--- config.mk ---
export PLATFORM = sky130hd
export DESIGN_NAME = defp_top
export DESIGN_NICKNAME = d
export VERILOG_FILES = /design/src/defp_pkg.sv /design/src/defp_top.sv
export VERILOG_INCLUDE_DIRS = /design/src /design/src/src
export SDC_FILE = /design/constraint.sdc
export NUM_CORES = 1
export LEC_CHECK = 0
export BUFFER_PORTS_ARGS = -buffer_cell sky130_fd_sc_hd__buf_4
export CORE_AREA = 3 3 225 227
export CTS_CLUSTER_DIAMETER = 60
export DETAILED_ROUTE_END_ITERATION = 7
export DIE_AREA = 0 0 228 230
export GPL_ROUTABILITY_DRIVEN = 0
export HOLD_SLACK_MARGIN = 0.08
export PLACE_DENSITY = 0.74
export SLEW_MARGIN = 40
export SYNTH_ARGS = -nofsm -noshare
export SYNTH_HDL_FRONTEND = slang
export SYNTH_SLANG_ARGS = --single-unit
--- constraint.sdc ---
create_clock -name pclk -period 12.09 [get_ports pclk]
set_clock_uncertainty 0.1 [all_clocks]
set_input_delay 1.209 -clock pclk [delete_from_list [all_inputs] [get_ports pclk]]
set_output_delay 1.209 -clock pclk [all_outputs]
set_load 0.02 [all_outputs]
--- src/defp_regs.svh ---
// register offsets, field positions, reset values and timing figures
`ifndef DEFP_REGS_SVH
`define DEFP_REGS_SVH
`define DEFP_CTRL_OFS 8'h00
`define DEFP_ITHR_OFS 8'h04
`define DEFP_UTHR_OFS 8'h08
`define DEFP_ANGA_OFS 8'h0C
`define DEFP_ANGB_OFS 8'h10
`define DEFP_STAT_OFS 8'h14
`define DEFP_PREF_OFS 8'h18
`define DEFP_EVNT_OFS 8'h1C
`define DEFP_CTRL_RST 32'h1111_1101
`define DEFP_ITHR_RST 32'h0000_04B0
`define DEFP_UTHR_RST 32'h0000_07D0
`define DEFP_ANGA_RST 32'h01C2_0370
`define DEFP_ANGB_RST 32'h1C7C_0000
`define DEFP_MODE_LSB 0
`define DEFP_FORCE_LSB 4
`define DEFP_POL_LSB 8
`define DEFP_ISRC_LSB 12
`define DEFP_MAG_LSB 16
`define DEFP_USRC_LSB 20
`define DEFP_GND_LSB 24
`define DEFP_MCD_LSB 28
`define DEFP_HI_LSB 16
`define DEFP_I_NOM 1000
`define DEFP_U_NOM 10000
`define DEFP_SQUELCH_DIV 100
`define DEFP_RESET_PCT 97
`define DEFP_ANG_FULL 3600
`define DEFP_ANG_HALF 1800
`define DEFP_ANG_QUART 900
`define DEFP_UNE_CENTRE 2700
`define DEFP_PF_WIN_MS 20
`define DEFP_STAMP_MS 1
`define DEFP_CLK_KHZ 125000
`define DEFP_PF_SHIFT 4
`endif

--- src/defp_pkg.sv ---
// types shared by the directional earth-fault pick-up block
package defp_pkg;
    typedef enum logic [2:0] {
        DEFP_LN_ON = 3'h1,
        DEFP_LN_BLK = 3'h2,
        DEFP_LN_TEST = 3'h3,
        DEFP_LN_TBLK = 3'h4,
        DEFP_LN_OFF = 3'h5
    } defp_logical_node_mode_t;
    typedef enum logic [2:0] {
        DEFP_GND_UNE = 3'h1,
        DEFP_GND_COMP = 3'h2,
        DEFP_GND_DIRECT = 3'h3,
        DEFP_GND_BROAD = 3'h4
    } defp_gnd_t;
    typedef enum logic [1:0] {
        DEFP_COND_NORMAL = 2'h0,
        DEFP_COND_START = 2'h1,
        DEFP_COND_TRIP = 2'h2,
        DEFP_COND_BLOCKED = 2'h3
    } defp_cond_t;
    typedef struct packed {
        logic [15:0] coarse_rms;
        logic [15:0] coarse_true_rms;
        logic [15:0] coarse_pp;
        logic [15:0] sens_rms;
        logic [15:0] sens_true_rms;
        logic [15:0] sens_pp;
        logic [15:0] calc_rms;
        logic [11:0] coarse_ang;
        logic [11:0] sens_ang;
        logic [11:0] calc_ang;
    } defp_cur_t;
    typedef struct packed {
        logic [15:0] calc_mag;
        logic [15:0] third_mag;
        logic [15:0] fourth_mag;
        logic [11:0] calc_ang;
        logic [11:0] third_ang;
        logic [11:0] fourth_ang;
    } defp_volt_t;
endpackage : defp_pkg

--- src/defp_top.sv ---
// directional earth-fault pick-up logic with apb register access
`timescale 1ns/1ps
`include "defp_regs.svh"
module defp_top import defp_pkg::*; #(
    parameter int PF_WIN_CYC = `DEFP_PF_WIN_MS * `DEFP_CLK_KHZ,
    parameter int STAMP_CYC = `DEFP_STAMP_MS * `DEFP_CLK_KHZ
) (
    // clock and reset
    input wire logic pclk,
    input wire logic presetn,
    // apb slave
    input wire logic psel,
    input wire logic penable,
    input wire logic pwrite,
    input wire logic [7:0] paddr,
    input wire logic [31:0] pwdata,
    output logic [31:0] prdata,
    output logic pready,
    output logic pslverr,
    // measurement channels
    input wire defp_cur_t residual_current,
    input wire defp_volt_t neutral_voltage,
    input wire logic meas_line_neutral,
    input wire logic multi_criteria_detect,
    // global controls
    input wire logic block_in,
    input wire logic logical_node_mode_allow,
    input wire logic force_allow,
    // function outputs
    output logic start,
    output logic trip,
    output logic blocked,
    output logic [1:0] condition
);
    localparam int PF_TICK_CYC = PF_WIN_CYC >> `DEFP_PF_SHIFT;

    function automatic logic [11:0] wrap_ang(input logic signed [13:0] a);
        logic signed [13:0] r;
        r = a;
        if (r < 0) begin
            r = r + 14'(`DEFP_ANG_FULL);
        end else if (r >= 14'(`DEFP_ANG_FULL)) begin
            r = r - 14'(`DEFP_ANG_FULL);
        end
        return r[11:0];
    endfunction : wrap_ang

    function automatic logic signed [12:0] rel_ang(input logic [11:0] a, input logic [11:0] c);
        logic [11:0] w;
        w = wrap_ang($signed({2'b00, a}) - $signed({2'b00, c}));
        if (w >= 12'(`DEFP_ANG_HALF)) begin
            return $signed({1'b0, w}) - 13'sd3600;
        end
        return $signed({1'b0, w});
    endfunction : rel_ang

    logic [31:0] ctrl_q, ithr_q, uthr_q, anga_q, angb_q;
    logic [31:0] prdata_q, evnt_q;
    logic pready_q, pslverr_q;
    logic pick_q, start_q, trip_q, blocked_q;
    logic ang_valid;
    logic [1:0] cond_q;
    logic fault_comp_q;
    logic [15:0] pf_avg_last_q, pf_avg_prev_q, pf_hold_q;
    logic [19:0] pf_sum_q;
    logic [31:0] pf_tick_q;
    logic [`DEFP_PF_SHIFT-1:0] pf_cnt_q;
    logic [31:0] ms_div_q;
    logic [23:0] ms_cnt_q;

    // settings fields
    logic [2:0] set_mode, set_force, set_gnd;
    logic [1:0] set_pol, set_isrc, set_mag, set_usrc, set_mcd;
    assign set_mode = ctrl_q[`DEFP_MODE_LSB +: 3];
    assign set_force = ctrl_q[`DEFP_FORCE_LSB +: 3];
    assign set_pol = ctrl_q[`DEFP_POL_LSB +: 2];
    assign set_isrc = ctrl_q[`DEFP_ISRC_LSB +: 2];
    assign set_mag = ctrl_q[`DEFP_MAG_LSB +: 2];
    assign set_usrc = ctrl_q[`DEFP_USRC_LSB +: 3] == 3'h4 ? 2'h3 : ctrl_q[`DEFP_USRC_LSB +: 2];
    assign set_gnd = ctrl_q[`DEFP_GND_LSB +: 3];
    assign set_mcd = ctrl_q[`DEFP_MCD_LSB +: 2];

    // apb access
    logic apb_acc, apb_wr;
    assign apb_acc = psel && penable && pready_q;
    assign apb_wr = apb_acc && pwrite;

    function automatic logic addr_ok(input logic [7:0] a);
        return a <= `DEFP_EVNT_OFS && a[1:0] == 2'b00;
    endfunction : addr_ok

    always_ff @(posedge pclk or negedge presetn) begin
        if (!presetn) begin
            pready_q <= 1'b0;
            pslverr_q <= 1'b0;
        end else begin
            pready_q <= psel && !penable && !pready_q;
            pslverr_q <= psel && !penable && !pready_q && !addr_ok(paddr);
        end
    end

    // static settings, written only by software, never by setting groups
    always_ff @(posedge pclk or negedge presetn) begin
        if (!presetn) begin
            ctrl_q <= `DEFP_CTRL_RST;
            ithr_q <= `DEFP_ITHR_RST;
            uthr_q <= `DEFP_UTHR_RST;
            anga_q <= `DEFP_ANGA_RST;
            angb_q <= `DEFP_ANGB_RST;
        end else if (apb_wr) begin
            case (paddr)
                `DEFP_CTRL_OFS: ctrl_q <= pwdata & 32'h3773_3377;
                `DEFP_ITHR_OFS: ithr_q <= {16'h0000, pwdata[15:0]};
                `DEFP_UTHR_OFS: uthr_q <= {16'h0000, pwdata[15:0]};
                `DEFP_ANGA_OFS: anga_q <= {4'h0, pwdata[27:16], 4'h0, pwdata[11:0]};
                `DEFP_ANGB_OFS: angb_q <= {3'h0, pwdata[28:16], 4'h0, pwdata[11:0]};
                default: ;
            endcase
        end
    end

    always_ff @(posedge pclk or negedge presetn) begin
        if (!presetn) begin
            prdata_q <= 32'h0000_0000;
        end else if (psel && !penable && !pready_q) begin
            case (paddr)
                `DEFP_CTRL_OFS: prdata_q <= ctrl_q;
                `DEFP_ITHR_OFS: prdata_q <= ithr_q;
                `DEFP_UTHR_OFS: prdata_q <= uthr_q;
                `DEFP_ANGA_OFS: prdata_q <= anga_q;
                `DEFP_ANGB_OFS: prdata_q <= angb_q;
                `DEFP_STAT_OFS: prdata_q <= {24'h00_0000, ang_valid, fault_comp_q, pick_q,
                    blocked_q, trip_q, start_q, cond_q};
                `DEFP_PREF_OFS: prdata_q <= {16'h0000, pf_hold_q};
                `DEFP_EVNT_OFS: prdata_q <= evnt_q;
                default: prdata_q <= 32'h0000_0000;
            endcase
        end
    end

    // current source and magnitude selection
    logic [15:0] cur_mag, volt_mag;
    logic [11:0] cur_ang, volt_ang;
    always_comb begin
        cur_ang = residual_current.coarse_ang;
        case (set_isrc)
            2'h2: begin
                cur_ang = residual_current.sens_ang;
                case (set_mag)
                    2'h2: cur_mag = residual_current.sens_true_rms;
                    2'h3: cur_mag = residual_current.sens_pp;
                    default: cur_mag = residual_current.sens_rms;
                endcase
            end
            2'h3: begin
                cur_ang = residual_current.calc_ang;
                cur_mag = residual_current.calc_rms;
            end
            default: begin
                case (set_mag)
                    2'h2: cur_mag = residual_current.coarse_true_rms;
                    2'h3: cur_mag = residual_current.coarse_pp;
                    default: cur_mag = residual_current.coarse_rms;
                endcase
            end
        endcase
    end

    always_comb begin
        case (set_usrc)
            2'h2: begin
                volt_mag = neutral_voltage.calc_mag;
                volt_ang = neutral_voltage.calc_ang;
            end
            2'h3: begin
                if (ctrl_q[`DEFP_USRC_LSB +: 3] == 3'h4) begin
                    volt_mag = neutral_voltage.fourth_mag;
                    volt_ang = neutral_voltage.fourth_ang;
                end else begin
                    volt_mag = neutral_voltage.third_mag;
                    volt_ang = neutral_voltage.third_ang;
                end
            end
            default: begin
                volt_mag = meas_line_neutral ? neutral_voltage.calc_mag : neutral_voltage.third_mag;
                volt_ang = meas_line_neutral ? neutral_voltage.calc_ang : neutral_voltage.third_ang;
            end
        endcase
    end

    // squelch, fault angle and direction regions
    logic ang_ok, is_comp, cur_over, cur_under, volt_over;
    logic [11:0] fault_ang;
    logic signed [12:0] rel_comp, rel_dir;
    logic signed [12:0] border, blinder;
    assign ang_valid = cur_mag > 16'(`DEFP_I_NOM / `DEFP_SQUELCH_DIV)
        && volt_mag > 16'(`DEFP_U_NOM / `DEFP_SQUELCH_DIV);
    assign fault_ang = wrap_ang($signed({2'b00, cur_ang}) - $signed({2'b00, volt_ang})
        + (set_pol == 2'h2 ? 14'sd1800 : 14'sd0));
    assign rel_comp = rel_ang(fault_ang, 12'(`DEFP_ANG_HALF));
    assign rel_dir = rel_ang(fault_ang, angb_q[11:0]);
    assign border = $signed({anga_q[27], anga_q[27:16]});
    assign blinder = $signed(angb_q[28:16]);

    always_comb begin
        is_comp = 1'b0;
        case (defp_gnd_t'(set_gnd))
            DEFP_GND_COMP: begin
                is_comp = 1'b1;
                ang_ok = rel_comp >= blinder && rel_comp <= 13'sd900;
            end
            DEFP_GND_DIRECT: begin
                ang_ok = (rel_dir < 0 ? -rel_dir : rel_dir) <= $signed({1'b0, anga_q[11:0]});
            end
            DEFP_GND_BROAD: begin
                is_comp = rel_comp > -13'sd900 && rel_comp <= border;
                ang_ok = (is_comp && (set_mcd != 2'h2 || multi_criteria_detect))
                    || (rel_comp > border);
            end
            default: begin
                ang_ok = rel_ang(fault_ang, 12'(`DEFP_UNE_CENTRE)) > -13'sd900
                    && rel_ang(fault_ang, 12'(`DEFP_UNE_CENTRE)) < 13'sd900;
            end
        endcase
    end

    assign cur_over = cur_mag > ithr_q[15:0];
    assign cur_under = 23'(cur_mag) * 23'd100 < 23'(ithr_q[15:0]) * 23'(`DEFP_RESET_PCT);
    assign volt_over = volt_mag > uthr_q[15:0];

    // pick-up with hysteresis
    always_ff @(posedge pclk or negedge presetn) begin
        if (!presetn) begin
            pick_q <= 1'b0;
            fault_comp_q <= 1'b0;
        end else if (!pick_q) begin
            pick_q <= cur_over && volt_over && ang_valid && ang_ok;
            fault_comp_q <= is_comp;
        end else if (cur_under || !volt_over || !ang_valid || !ang_ok) begin
            pick_q <= 1'b0;
        end
    end

    // mode, force and outputs
    defp_logical_node_mode_t mode_eff;
    logic blk_now, start_now, force_on;
    logic trip_now, blk_out;
    assign mode_eff = logical_node_mode_allow ? defp_logical_node_mode_t'(set_mode) : DEFP_LN_ON;
    assign force_on = force_allow && set_force != 3'h0;
    assign blk_now = force_on ? set_force == 3'h3
        : (block_in || mode_eff == DEFP_LN_BLK || mode_eff == DEFP_LN_TBLK);
    assign start_now = force_on ? (set_force != 3'h3)
        : (pick_q && !blk_now && mode_eff != DEFP_LN_OFF);
    assign trip_now = force_on ? set_force inside {3'h2, 3'h5, 3'h7} : start_now;
    assign blk_out = blk_now && mode_eff != DEFP_LN_OFF;

    always_ff @(posedge pclk or negedge presetn) begin
        if (!presetn) begin
            start_q <= 1'b0;
            trip_q <= 1'b0;
            blocked_q <= 1'b0;
            cond_q <= DEFP_COND_NORMAL;
        end else begin
            start_q <= start_now;
            trip_q <= trip_now;
            blocked_q <= blk_out;
            if (blk_out) begin
                cond_q <= DEFP_COND_BLOCKED;
            end else if (trip_now) begin
                cond_q <= DEFP_COND_TRIP;
            end else if (start_now) begin
                cond_q <= DEFP_COND_START;
            end else begin
                cond_q <= DEFP_COND_NORMAL;
            end
        end
    end

    // millisecond stamp and transition record
    always_ff @(posedge pclk or negedge presetn) begin
        if (!presetn) begin
            ms_div_q <= 32'h0000_0000;
            ms_cnt_q <= 24'h00_0000;
        end else if (ms_div_q == 32'(STAMP_CYC - 1)) begin
            ms_div_q <= 32'h0000_0000;
            ms_cnt_q <= ms_cnt_q + 24'h00_0001;
        end else begin
            ms_div_q <= ms_div_q + 32'h0000_0001;
        end
    end

    logic [1:0] out_chg;
    assign out_chg = {blocked_q, start_q} ^ {blk_out, start_now};
    always_ff @(posedge pclk or negedge presetn) begin
        if (!presetn) begin
            evnt_q <= 32'h0000_0000;
        end else if (|out_chg) begin
            evnt_q <= {4'h0, blk_out, start_now, out_chg, ms_cnt_q};
        end
    end

    // pre-fault averaging over fixed windows
    always_ff @(posedge pclk or negedge presetn) begin
        if (!presetn) begin
            pf_tick_q <= 32'h0000_0000;
            pf_cnt_q <= '0;
            pf_sum_q <= 20'h0_0000;
            pf_avg_last_q <= 16'h0000;
            pf_avg_prev_q <= 16'h0000;
        end else if (pf_tick_q == 32'(PF_TICK_CYC - 1)) begin
            pf_tick_q <= 32'h0000_0000;
            pf_cnt_q <= pf_cnt_q + {{(`DEFP_PF_SHIFT - 1){1'b0}}, 1'b1};
            if (&pf_cnt_q) begin
                pf_sum_q <= 20'h0_0000;
                pf_avg_last_q <= 16'((pf_sum_q + 20'(cur_mag)) >> `DEFP_PF_SHIFT);
                pf_avg_prev_q <= pf_avg_last_q;
            end else begin
                pf_sum_q <= pf_sum_q + 20'(cur_mag);
            end
        end else begin
            pf_tick_q <= pf_tick_q + 32'h0000_0001;
        end
    end

    always_ff @(posedge pclk or negedge presetn) begin
        if (!presetn) begin
            pf_hold_q <= 16'h0000;
        end else if (start_now && !start_q) begin
            pf_hold_q <= pf_avg_prev_q;
        end
    end

    assign prdata = prdata_q;
    assign pready = pready_q;
    assign pslverr = pslverr_q;
    assign start = start_q;
    assign trip = trip_q;
    assign blocked = blocked_q;
    assign condition = cond_q;
endmodule : defp_top

==> results of run 1 <==
-- state kept, by name, summed over array words and instances (netlist names), 20 cells and up --
name,count
pf_tick_q,32
prdata,30
evnt_q,28
ctrl_q,20
anga_q,24
pf_sum_q,20
ms_cnt_q,24
angb_q,25
ms_div_q,32
-- per-stage QoR --
| stage | worst slack [ps] | hold WS, ps |
|---|---|---|
| after CTS | 206 | 368 |
| final | 618 | 367 |
| after global routing | -74.3 | 382 |
| after detailed placement | -220 | 358 |
| after floorplan | 85.9 | 336 |
| after global placement | 119 | 357 |
-- layer usage --
metal	vias up	part of all wire	GRT usage
met2	990	0.46	0.472
met5	-	0	0
met4	0	0.035	0.0906
li1	11100	-	-
met3	173	0.076	0.0362
met1	11500	0.43	0.405
-- where the power goes --
group	switching, mW	internal [mW]
registers	0.00564	1.10
logic	1.45	0.985
clock network	0.471	0.697
total	1.93	2.79
-- critical path, delay by kind of cell --
| kind | cells | cell delay (ps) |
|---|---|---|
| buffers and inverters | 5 | 540 |
| AND/OR/NAND/NOR | 12 | 1810 |
| AO/OA/AOI/OAI | 29 | 5900 |
| adder cells (fa/ha/maj) | 5 | 1510 |
| XOR/XNOR | 3 | 570 |
| multiplexers | 1 | 280 |
-- cell type report --
| class | instances | area, um^2 |
|---|---|---|
| fillers | 3999 | 17800 |
| multi-input cells | 2246 | 16900 |
| flip-flops and latches | 328 | 8250 |
| repair buffers | 394 | 3040 |
| clock buffers | 55 | 1080 |
| well taps | 664 | 831 |
| inverters | 204 | 766 |
| clock inverters | 11 | 196 |
-- worst max-delay path by stage --
stage / from / to / slack (ps) / cells past startpoint
6_report: meas_line_neutral / pick_q$_DFF_PN0_ / 620 / 55
5_1_grt: meas_line_neutral / pick_q$_DFF_PN0_ / -70 / 60
4_1_cts: ctrl_q[21]$_DFFE_PN0P_ / pick_q$_DFF_PN0_ / 210 / 54
3_5_place_dp: meas_line_neutral / pick_q$_DFF_PN0_ / -220 / 52
3_3_place_gp: meas_line_neutral / pick_q$_DFF_PN0_ / 120 / 54
2_1_floorplan: meas_line_neutral / pick_q$_DFF_PN0_ / 90 / 59
-- cells by family (layout without fill, tap and decap cells) --
group                    after synthesis  after routing  synth area share
XOR/XNOR                             188            188            0.0643
other                                  1              2          0.000143
flip-flops                           328            328             0.315
AND/OR/NAND/NOR                      828            828             0.154
AO/OA/AOI/OAI                        746            746             0.193
buffers and inverters                319            664            0.0473
multiplexers                         170            170            0.0702
adder cells (fa/ha/maj)              312            312             0.155
-- layout by cell type (no fill, tap or decap), types with 15 or more instances in the layout --
cell         n
buf_4      385
a22oi_1     42
inv_1      198
dfstp_2     34
nor3_1      33
a21oi_1    132
ha_1       287
o22ai_1     22
nor2_1     202
clkbuf_16   38
a21o_1      38
nand2b_1    32
a22o_1      33
and3_1      33
dfrtp_1    292
nand3_1     80
a221oi_1    15
a31oi_1     23
o21a_1      23
nand2_1    242
nor4_1      19
fa_1        22
o21ai_0    215
mux2i_1     63
nand4_1     48
a211oi_1    30
xor2_1      57
nor2b_1     35
xnor2_1    126
mux2_2      96
-- repair_timing --
action,in CTS,in global routing
setup endpoints to repair,0,1
hold buffers,0,0
resized for setup,0,14
setup buffers,0,3
==> out/summary.txt, run 1 <==
Max_cap viols: 0
CP Max Fanout: 17
Layout Utilization: 0.636
Register area share after synthesis: 0.315
Commonest cells in the netlist: 294 x dfrtp_1, 290 x ha_1, 245 x nand2_1
Worst-Skew Late Latency: 540 ps
Total clock sinks: 328
# DRC: 1
Post-DR wirelength/cell: 20.3 um
Rows: 81
Ys flop type: dfrtp_1
Root Buffer: clkbuf_16
Largest net degree at the start of global routing: 75
Worst Path Required: 12470 ps
GR Overflow Total: 0
Worst hold stages: 1
R2R Setup Slk: 740 ps
Total Neg Setup Slack: 0 ps
Failing checks: design-rule violations
Placed Instances: 3833
H-tree levels: 2
Routed wire length: 79.3 mm
CP Capture Type: flop
Crit-path most repeated cell: a21oi_1
Critical R2R Launch: ctrl_q[20]$_DFFE_PN1P_
Synth area leaders: dfrtp_1 28%, ha_1 14%, xnor2_1 4.2%
DRT Pass-1 Iters: 8
Cts bufs inserted: 38
Leading area contributor after synthesis: dfrtp_1
Max Freq: 87.2 MHz
Tmin final: 11470 ps
Pwr per Cell Area: 152 nW/um^2
Fin crit share: 0.949
WHS Endpoint: ms_cnt_q[23]$_DFFE_PN0N_
Dpl hpwl: 62.4 mm
Worst setup path category: in -> reg
Final setup viols: 0
Layout cells sized above 1: 0.209
GRT Total Usage: 0.290
Total Nets Final: 3806
Cell Area, Placed: 29700 um^2
Final hold violation count: 0
Synthesized area: 26200 um^2
Die Ht: 230 um
Cells after synthesis: 2892
Worst-path clk slew: 60 ps
EDFF count, synth: 0
Avg Inst Size Synth: 9.05 um^2
Vias in the first global route: 22900
Max incr delay on CP: 410 ps
CTS tree: done
Worst hold start: ms_cnt_q[23]$_DFFE_PN0N_
Antenna cell count: 0
Port Buffer Count: 316
Worst vdd ir: 109 uV
Relative slew slack: 0.432
Top-area cell type share of the netlist area: 0.281
Worst R2R End: pick_q$_DFF_PN0_
Io pins: 321
Initial DRC count: 2194
Distinct cells, synth: 106
Via count: 23800
Vias per inst: 6.09
Async set-or-reset flop fraction in the synthesized netlist: 1.00
Synthesized flop and latch total: 328
R2R cell count: 53
Pins Over Slew Limit: 0
Initial antenna violation count: 2
Maximum clock insertion buffer count: 3
Critical path arrival: 11850 ps
Outcome: finished with violations
Worst-margin pin slew: 852 ps
Die area: 52400 um^2
Final cell count without fillers: 3902
Ys Warns: 0
First-pass GRT wire length: 123 mm
Starting Density: 0.536
Lkg Pwr: 14.9 nW
Die W: 228 um
CP max-delay cell: or3_1
Area Overhead vs Synth: 18.7%
Pwr Total: 4.72 mW
Count leader, synth: dfrtp_1
Core area: 48800 um^2
Critical path launch point type: input pin
Final instance area: 31100 um^2
Worst hold path class: reg -> reg
ANT nets after route: 0
Power figures use the tool's default switching activity.
==> run 2, diff against run 1 <==
--- a/config.mk
+++ b/config.mk
@@ -14,6 +14,7 @@
 export GPL_ROUTABILITY_DRIVEN = 0
 export HOLD_SLACK_MARGIN = 0.08
 export PLACE_DENSITY = 0.74
+export REMOVE_ABC_BUFFERS = 1
 export SLEW_MARGIN = 40
 export SYNTH_ARGS = -nofsm -noshare
 export SYNTH_HDL_FRONTEND = slang
==> constraint.sdc (replaced) <==
create_clock -name pclk -period 12.09 [get_ports pclk]
set_clock_uncertainty 0.1 [all_clocks]
set_input_delay 1.8135 -clock pclk [delete_from_list [all_inputs] [get_ports pclk]]
set_output_delay 1.8135 -clock pclk [all_outputs]
set_load 0.02 [all_outputs]
==> run 2 against run 1 <==
Effect of this change: the run now ends clean; wire length up 0.43%; via count up 0.91%; die area unchanged; register-to-register slack better by 280 ps; maximum frequency down 0.16%; global-route usage up 0.44 points; first-iteration DRC count up 9.8%; combinational power up 5%; design area up 1.5%; utilization up 0.92 points; largest power group unchanged.
==> out/summary.txt, run 2 (synthesis gave the netlist of run 1 again) <==
H-tree levels: 2 (unchanged)
Root Buffer: clkbuf_16
Lkg Pwr: 15.2 nW (+1.8%)
CP Capture Type: flop
Vias per inst: 6.06 (-0.42%)
Post-DR wirelength/cell: 20.2 um (-0.89%)
CTS tree: done
Antenna cell count: 0 (unchanged)
GRT Total Usage: 0.295 (+0.00441)
Total Nets Final: 3856 (+1.3%)
Worst-margin pin slew: 862 ps (+9.24 ps)
Dpl hpwl: 62.4 mm (about the same)
DRT Pass-1 Iters: 6 (-2)
Outcome: completed
Area Overhead vs Synth: 20.4%
Routed wire length: 79.7 mm (+0.43%)
# fillers: 3951 (-1.2%)
Final cell count without fillers: 3954 (+1.3%)
# DRC: 0 (-1)
Placed Instances: 3883 (+1.3%)
Io pins: 321 (unchanged)
Final instance area: 31500 um^2 (+1.5%)
Worst-path clk slew: 60 ps (about the same)
Worst Path Required: 12480 ps (about the same)
Crit-path most repeated cell: a21o_1
Rows: 81 (unchanged)
Largest net degree at the start of global routing: 83 (+11%)
Port Buffer Count: 316 (unchanged)
Die area: 52400 um^2 (unchanged)
Min Hold Slack: 379 ps (+11.8 ps)
Critical path launch point type: input pin
Worst-Skew Late Latency: 550 ps (about the same)
Final hold violation count: 0 (unchanged)
Cell Area, Placed: 30000 um^2 (+1.2%)
Worst hold path class: reg -> reg
Pwr per Cell Area: 154 nW/um^2 (+1.4%)
Pwr Total: 4.85 mW (+2.9%)
First-pass GRT wire length: 126 mm (+1.8%)
Cts bufs inserted: 36 (-5.3%)
Critical path arrival: 11880 ps (+30 ps)
Die Ht: 230 um (unchanged)
Worst vdd ir: 93.2 uV (-14%)
Worst setup path category: in -> reg
Total clock sinks: 328 (unchanged)
Maximum clock insertion buffer count: 3 (unchanged)
Relative slew slack: 0.424 (-0.00734)
Total Neg Setup Slack: 0 ps (unchanged)
CP Max Fanout: 10 (-7)
Layout cells sized above 1: 0.226 (+0.0168)
Core area: 48800 um^2 (unchanged)
Vias in the first global route: 23500 (+2.5%)
Via count: 24000 (+0.91%)
Max Freq: 87.0 MHz (-0.16%)
ANT nets after route: 0 (unchanged)
CP max-delay cell: ha_1
Starting Density: 0.536 (unchanged)
Tmin final: 11490 ps (+18.8 ps)
Final setup viols: 0 (unchanged)
Most frequent cells in the layout: 439 x buf_4, 292 x dfrtp_1, 284 x ha_1, 243 x nand2_1, 212 x o21ai_0
Initial antenna violation count: 1 (-1)
Max incr delay on CP: 350 ps (-60 ps)
GR Overflow Total: 0 (unchanged)
Initial DRC count: 2409 (+9.8%)
Commonest non-fill, non-tap cell in the layout: buf_4
Max_cap viols: 0 (unchanged)
Fin crit share: 0.950 (+0.00155)
Pins Over Slew Limit: 0 (unchanged)
Die W: 228 um (unchanged)
run 2: path summary, 6_finish.rpt:
path	slack, ps	cells after the start	start	endpoint
setup / recovery	600	55	meas_line_neutral	pick_q$_DFF_PN0_
setup reg to reg	1020	53	ctrl_q[20]$_DFFE_PN1P_	pick_q$_DFF_PN0_
max in group asynchronous	8800	4	presetn	pf_sum_q[8]$_DFFE_PN0N_
hold reg to reg	380	1	pf_tick_q[31]$_DFF_PN0_	pf_tick_q[31]$_DFF_PN0_
hold / removal	380	1	pf_tick_q[31]$_DFF_PN0_	pf_tick_q[31]$_DFF_PN0_
min in group asynchronous	1040	1	presetn	ms_div_q[28]$_DFF_PN0_
run 2: per-stage QoR:
step	util	setup slack, ps
CTS	0.641	243
floorplan	-	-2370
global placement	0.613	73.0
detailed placement	0.615	-276
finish	0.645	599
global route	0.645	-40.0
run 2: report_power, final:
group	switching (mW)	internal, mW	total (mW)	leakage, nW
Clock	0.469	0.718	1.19	0.635
Sequential	0.00582	1.10	1.11	4.12
Combinational	1.47	1.09	2.56	10.5
Total	1.95	2.91	4.85	15.2
run 2: timing repair:
action | 4_1_cts | 5_1_grt
endpoints found under the setup margin | 0 | 1
gates resized for setup | 0 | 33
hold buffers | 0 | 0
setup buffers | 0 | 5
run 2: per-layer routing:
metal / track usage / share of wire
met3: 0.0496 / 0.073
met2: 0.475 / 0.46
met1: 0.401 / 0.43
met4: 0.104 / 0.040
met5: 0 / 0.00030
run 2: critical path, delay by kind of cell:
kind | cells | cell delay, ps
and+or+nand+nor | 10 | 1310
buffers and inverters | 8 | 1020
adders and majority gates | 5 | 1540
xor gates and xnor gates | 3 | 560
AOI/OAI and AO/OA | 29 | 5630
run 2: cell type report:
cell class,count,area (um^2),share of cell area
multi-input cells,2246,17000,0.538
flip-flops and latches,328,8260,0.262
repair buffers,446,3420,0.108
clock buffers,47,992,0.0315
well taps,664,831,0.0264
inverters,204,766,0.0243
clock inverters,19,289,0.00917
==> run 3, diff against run 2 <==
--- a/config.mk
+++ b/config.mk
@@ -7,13 +7,13 @@
 export NUM_CORES = 1
 export LEC_CHECK = 0
 export BUFFER_PORTS_ARGS = -buffer_cell sky130_fd_sc_hd__buf_4
-export CORE_AREA = 3 3 225 227
+export CORE_AREA = 3 3 233 235
 export CTS_CLUSTER_DIAMETER = 60
 export DETAILED_ROUTE_END_ITERATION = 7
-export DIE_AREA = 0 0 228 230
+export DIE_AREA = 0 0 236 238
 export GPL_ROUTABILITY_DRIVEN = 0
 export HOLD_SLACK_MARGIN = 0.08
-export PLACE_DENSITY = 0.74
+export PLACE_DENSITY = 0.7
 export REMOVE_ABC_BUFFERS = 1
 export SLEW_MARGIN = 40
 export SYNTH_ARGS = -nofsm -noshare
==> run 3 against run 2 <==
Effect of this change: hold slack lost 6.5 ps; sequential share of layout area shrank 0.093 points; flip-flop and latch count is the same; design area grew 0.36%; clock power shrank 5%; die area grew 7.1%; count of clock-buffer cells in the layout grew 3; setup slack lost 220 ps; critical path type unchanged; critical endpoint unchanged.
==> out/summary.txt, run 3 (synthesis gave the netlist of run 1 again) <==
Initial DRC count: 1908 (-21%)
Max_cap viols: 0 (unchanged)
First-pass GRT wire length: 124 mm (-0.98%)
Met2 Track Usage GR: 0.437 (-0.0380)
DRT Pass-1 Iters: 7 (+1)
Worst-margin pin slew: 905 ps (+43.3 ps)
Initial antenna violation count: 2 (+1)
Post-DR wirelength/cell: 20.2 um (+0.31%)
Setup ws final: 381 ps (-219 ps)
Area Overhead vs Synth: 20.9%
Rows: 84 (+3.7%)
GRT Total Usage: 0.274 (-0.0206)
Root Buffer: clkbuf_16
Starting Density: 0.499 (-0.0367)
Worst-Skew Late Latency: 540 ps (about the same)
CP Max Fanout: 8 (-2)
Lkg Pwr: 15.3 nW (+0.39%)
Max Freq: 85.4 MHz (-1.9%)
Critical path arrival: 12080 ps (+200 ps)
Worst-path clk slew: 60 ps (about the same)
Io pins: 321 (unchanged)
Fin crit share: 0.968 (+0.0181)
Routed wire length: 80.7 mm (+1.2%)
Crit-path most repeated cell: a21o_1
Met1 Track Usage GR: 0.380 (-0.0216)
Worst hold path class: reg -> reg
Vias in the first global route: 23100 (-1.5%)
Maximum clock insertion buffer count: 3 (unchanged)
Total clock sinks: 328 (unchanged)
Die area: 56200 um^2 (+7.1%)
Placed Instances: 3908 (+0.64%)
Pins Over Slew Limit: 0 (unchanged)
Most frequent cells in the layout: 451 x buf_4, 292 x dfrtp_1, 286 x ha_1, 243 x nand2_1, 211 x o21ai_0
Vias per inst: 6.00 (-0.98%)
Final hold violation count: 0 (unchanged)
# DRC: 0 (unchanged)
CTS tree: done
Cts bufs inserted: 35 (-2.8%)
ANT nets after route: 0 (unchanged)
CP Capture Type: flop
Pwr per Cell Area: 153 nW/um^2 (-0.85%)
Via count: 24000 (-0.054%)
GRT met3 Usage: 0.0450 (-0.00459)
Worst Path Required: 12470 ps (about the same)
Placement Setup Slack: -323 ps (-47.1 ps)
Relative slew slack: 0.396 (-0.0289)
Die Ht: 238 um (+3.5%)
GR Overflow Total: 0 (unchanged)
Port Buffer Count: 316 (unchanged)
Die W: 236 um (+3.5%)
Outcome: completed
Final instance area: 31600 um^2 (+0.36%)
Core area: 52400 um^2 (+7.4%)
Critical path launch point type: input pin
Layout cells sized above 1: 0.231 (+0.00493)
H-tree levels: 2 (unchanged)
Worst vdd ir: 116 uV (+24%)
Dpl hpwl: 62.4 mm (about the same)
Min Hold Slack: 373 ps (-6.46 ps)
Tmin final: 11710 ps (+219 ps)
Total Nets Final: 3870 (+0.36%)
Hold buffers post-CTS: 0 (unchanged)
Worst setup path category: in -> reg
Largest net degree at the start of global routing: 120 (+45%)
Top Usage Layer GRT: met2
Cell Area, Placed: 30000 um^2 (about the same)
CP max-delay cell: fa_1
Pwr Total: 4.83 mW (-0.50%)
Final cell count without fillers: 3991 (+0.94%)
Commonest non-fill, non-tap cell in the layout: buf_4
Max incr delay on CP: 390 ps (+40 ps)
Final setup viols: 0 (unchanged)
-- run 3: changes by cell type in the layout (fill, tap and decap cells not counted), moves of 3 or more --
| cell | previous run | this run |
|---|---|---|
| buf_4 | 439 | 451 |
| clkbuf_8 | 5 | 11 |
| bufinv_16 | 6 | 3 |
| clkinv_2 | 7 | 4 |
| nor3_2 | 7 | 10 |
-- run 3: cell type report --
class / count / area (um^2)
fill: 4421 / 20800
tap: 688 / 861
antenna: 1 / 2.50
multi-input combinational: 2246 / 17000
clock inverter: 13 / 179
clock buffer: 50 / 1040
sequential: 328 / 8260
inverter: 204 / 766
timing repair buffer: 461 / 3570
-- run 3: metrics by stage --
step,utilization,TNS (ps)
after detailed placement,0.573,-323
final,0.603,0
after floorplan,-,-2920
after global routing,0.603,-145
after CTS,0.596,0
after global placement,0.572,0
-- run 3: path summary, 6_finish.rpt --
check | endpoint | slack [ps] | from | cells after the start
worst max register to register | pick_q$_DFF_PN0_ | 1040 | ctrl_q[21]$_DFFE_PN0P_ | 58
max in group asynchronous | ms_cnt_q[17]$_DFFE_PN0N_ | 8890 | presetn | 4
worst min register to register | ms_cnt_q[23]$_DFFE_PN0N_ | 370 | ms_cnt_q[23]$_DFFE_PN0N_ | 1
worst max-delay path | pick_q$_DFF_PN0_ | 380 | meas_line_neutral | 59
worst min-delay path | ms_cnt_q[23]$_DFFE_PN0N_ | 370 | ms_cnt_q[23]$_DFFE_PN0N_ | 1
min in group asynchronous | ms_div_q[17]$_DFF_PN0_ | 1140 | presetn | 1
-- run 3: what timing repair did --
item / CTS / global route
resized for setup: 0 / 39
setup buffers: 0 / 16
endpoints found under the setup margin: 0 / 1
-- run 3: worst max-delay path, delay by kind of cell --
| family | cells | cell delay (ps) |
|---|---|---|
| simple gates | 15 | 1920 |
| fa+ha+maj | 6 | 1780 |
| compound gates | 27 | 5190 |
| xor+xnor | 3 | 440 |
| buf+inv | 7 | 860 |
| mux | 1 | 100 |
-- run 3: power by group --
part	leakage [nW]	internal, mW	switching [mW]
sequential	4.12	1.10	0.00590
clock	0.602	0.671	0.459
combinational	10.5	1.10	1.49
total	15.3	2.88	1.95
-- run 3: per-layer routing --
metal | wire length [um] | part of all wire | up-vias
li1 | - | - | 11300
met5 | 0 | 0 | -
met1 | 34800 | 0.43 | 11600
met4 | 2930 | 0.036 | 0
met3 | 6250 | 0.077 | 182
met2 | 36700 | 0.45 | 968
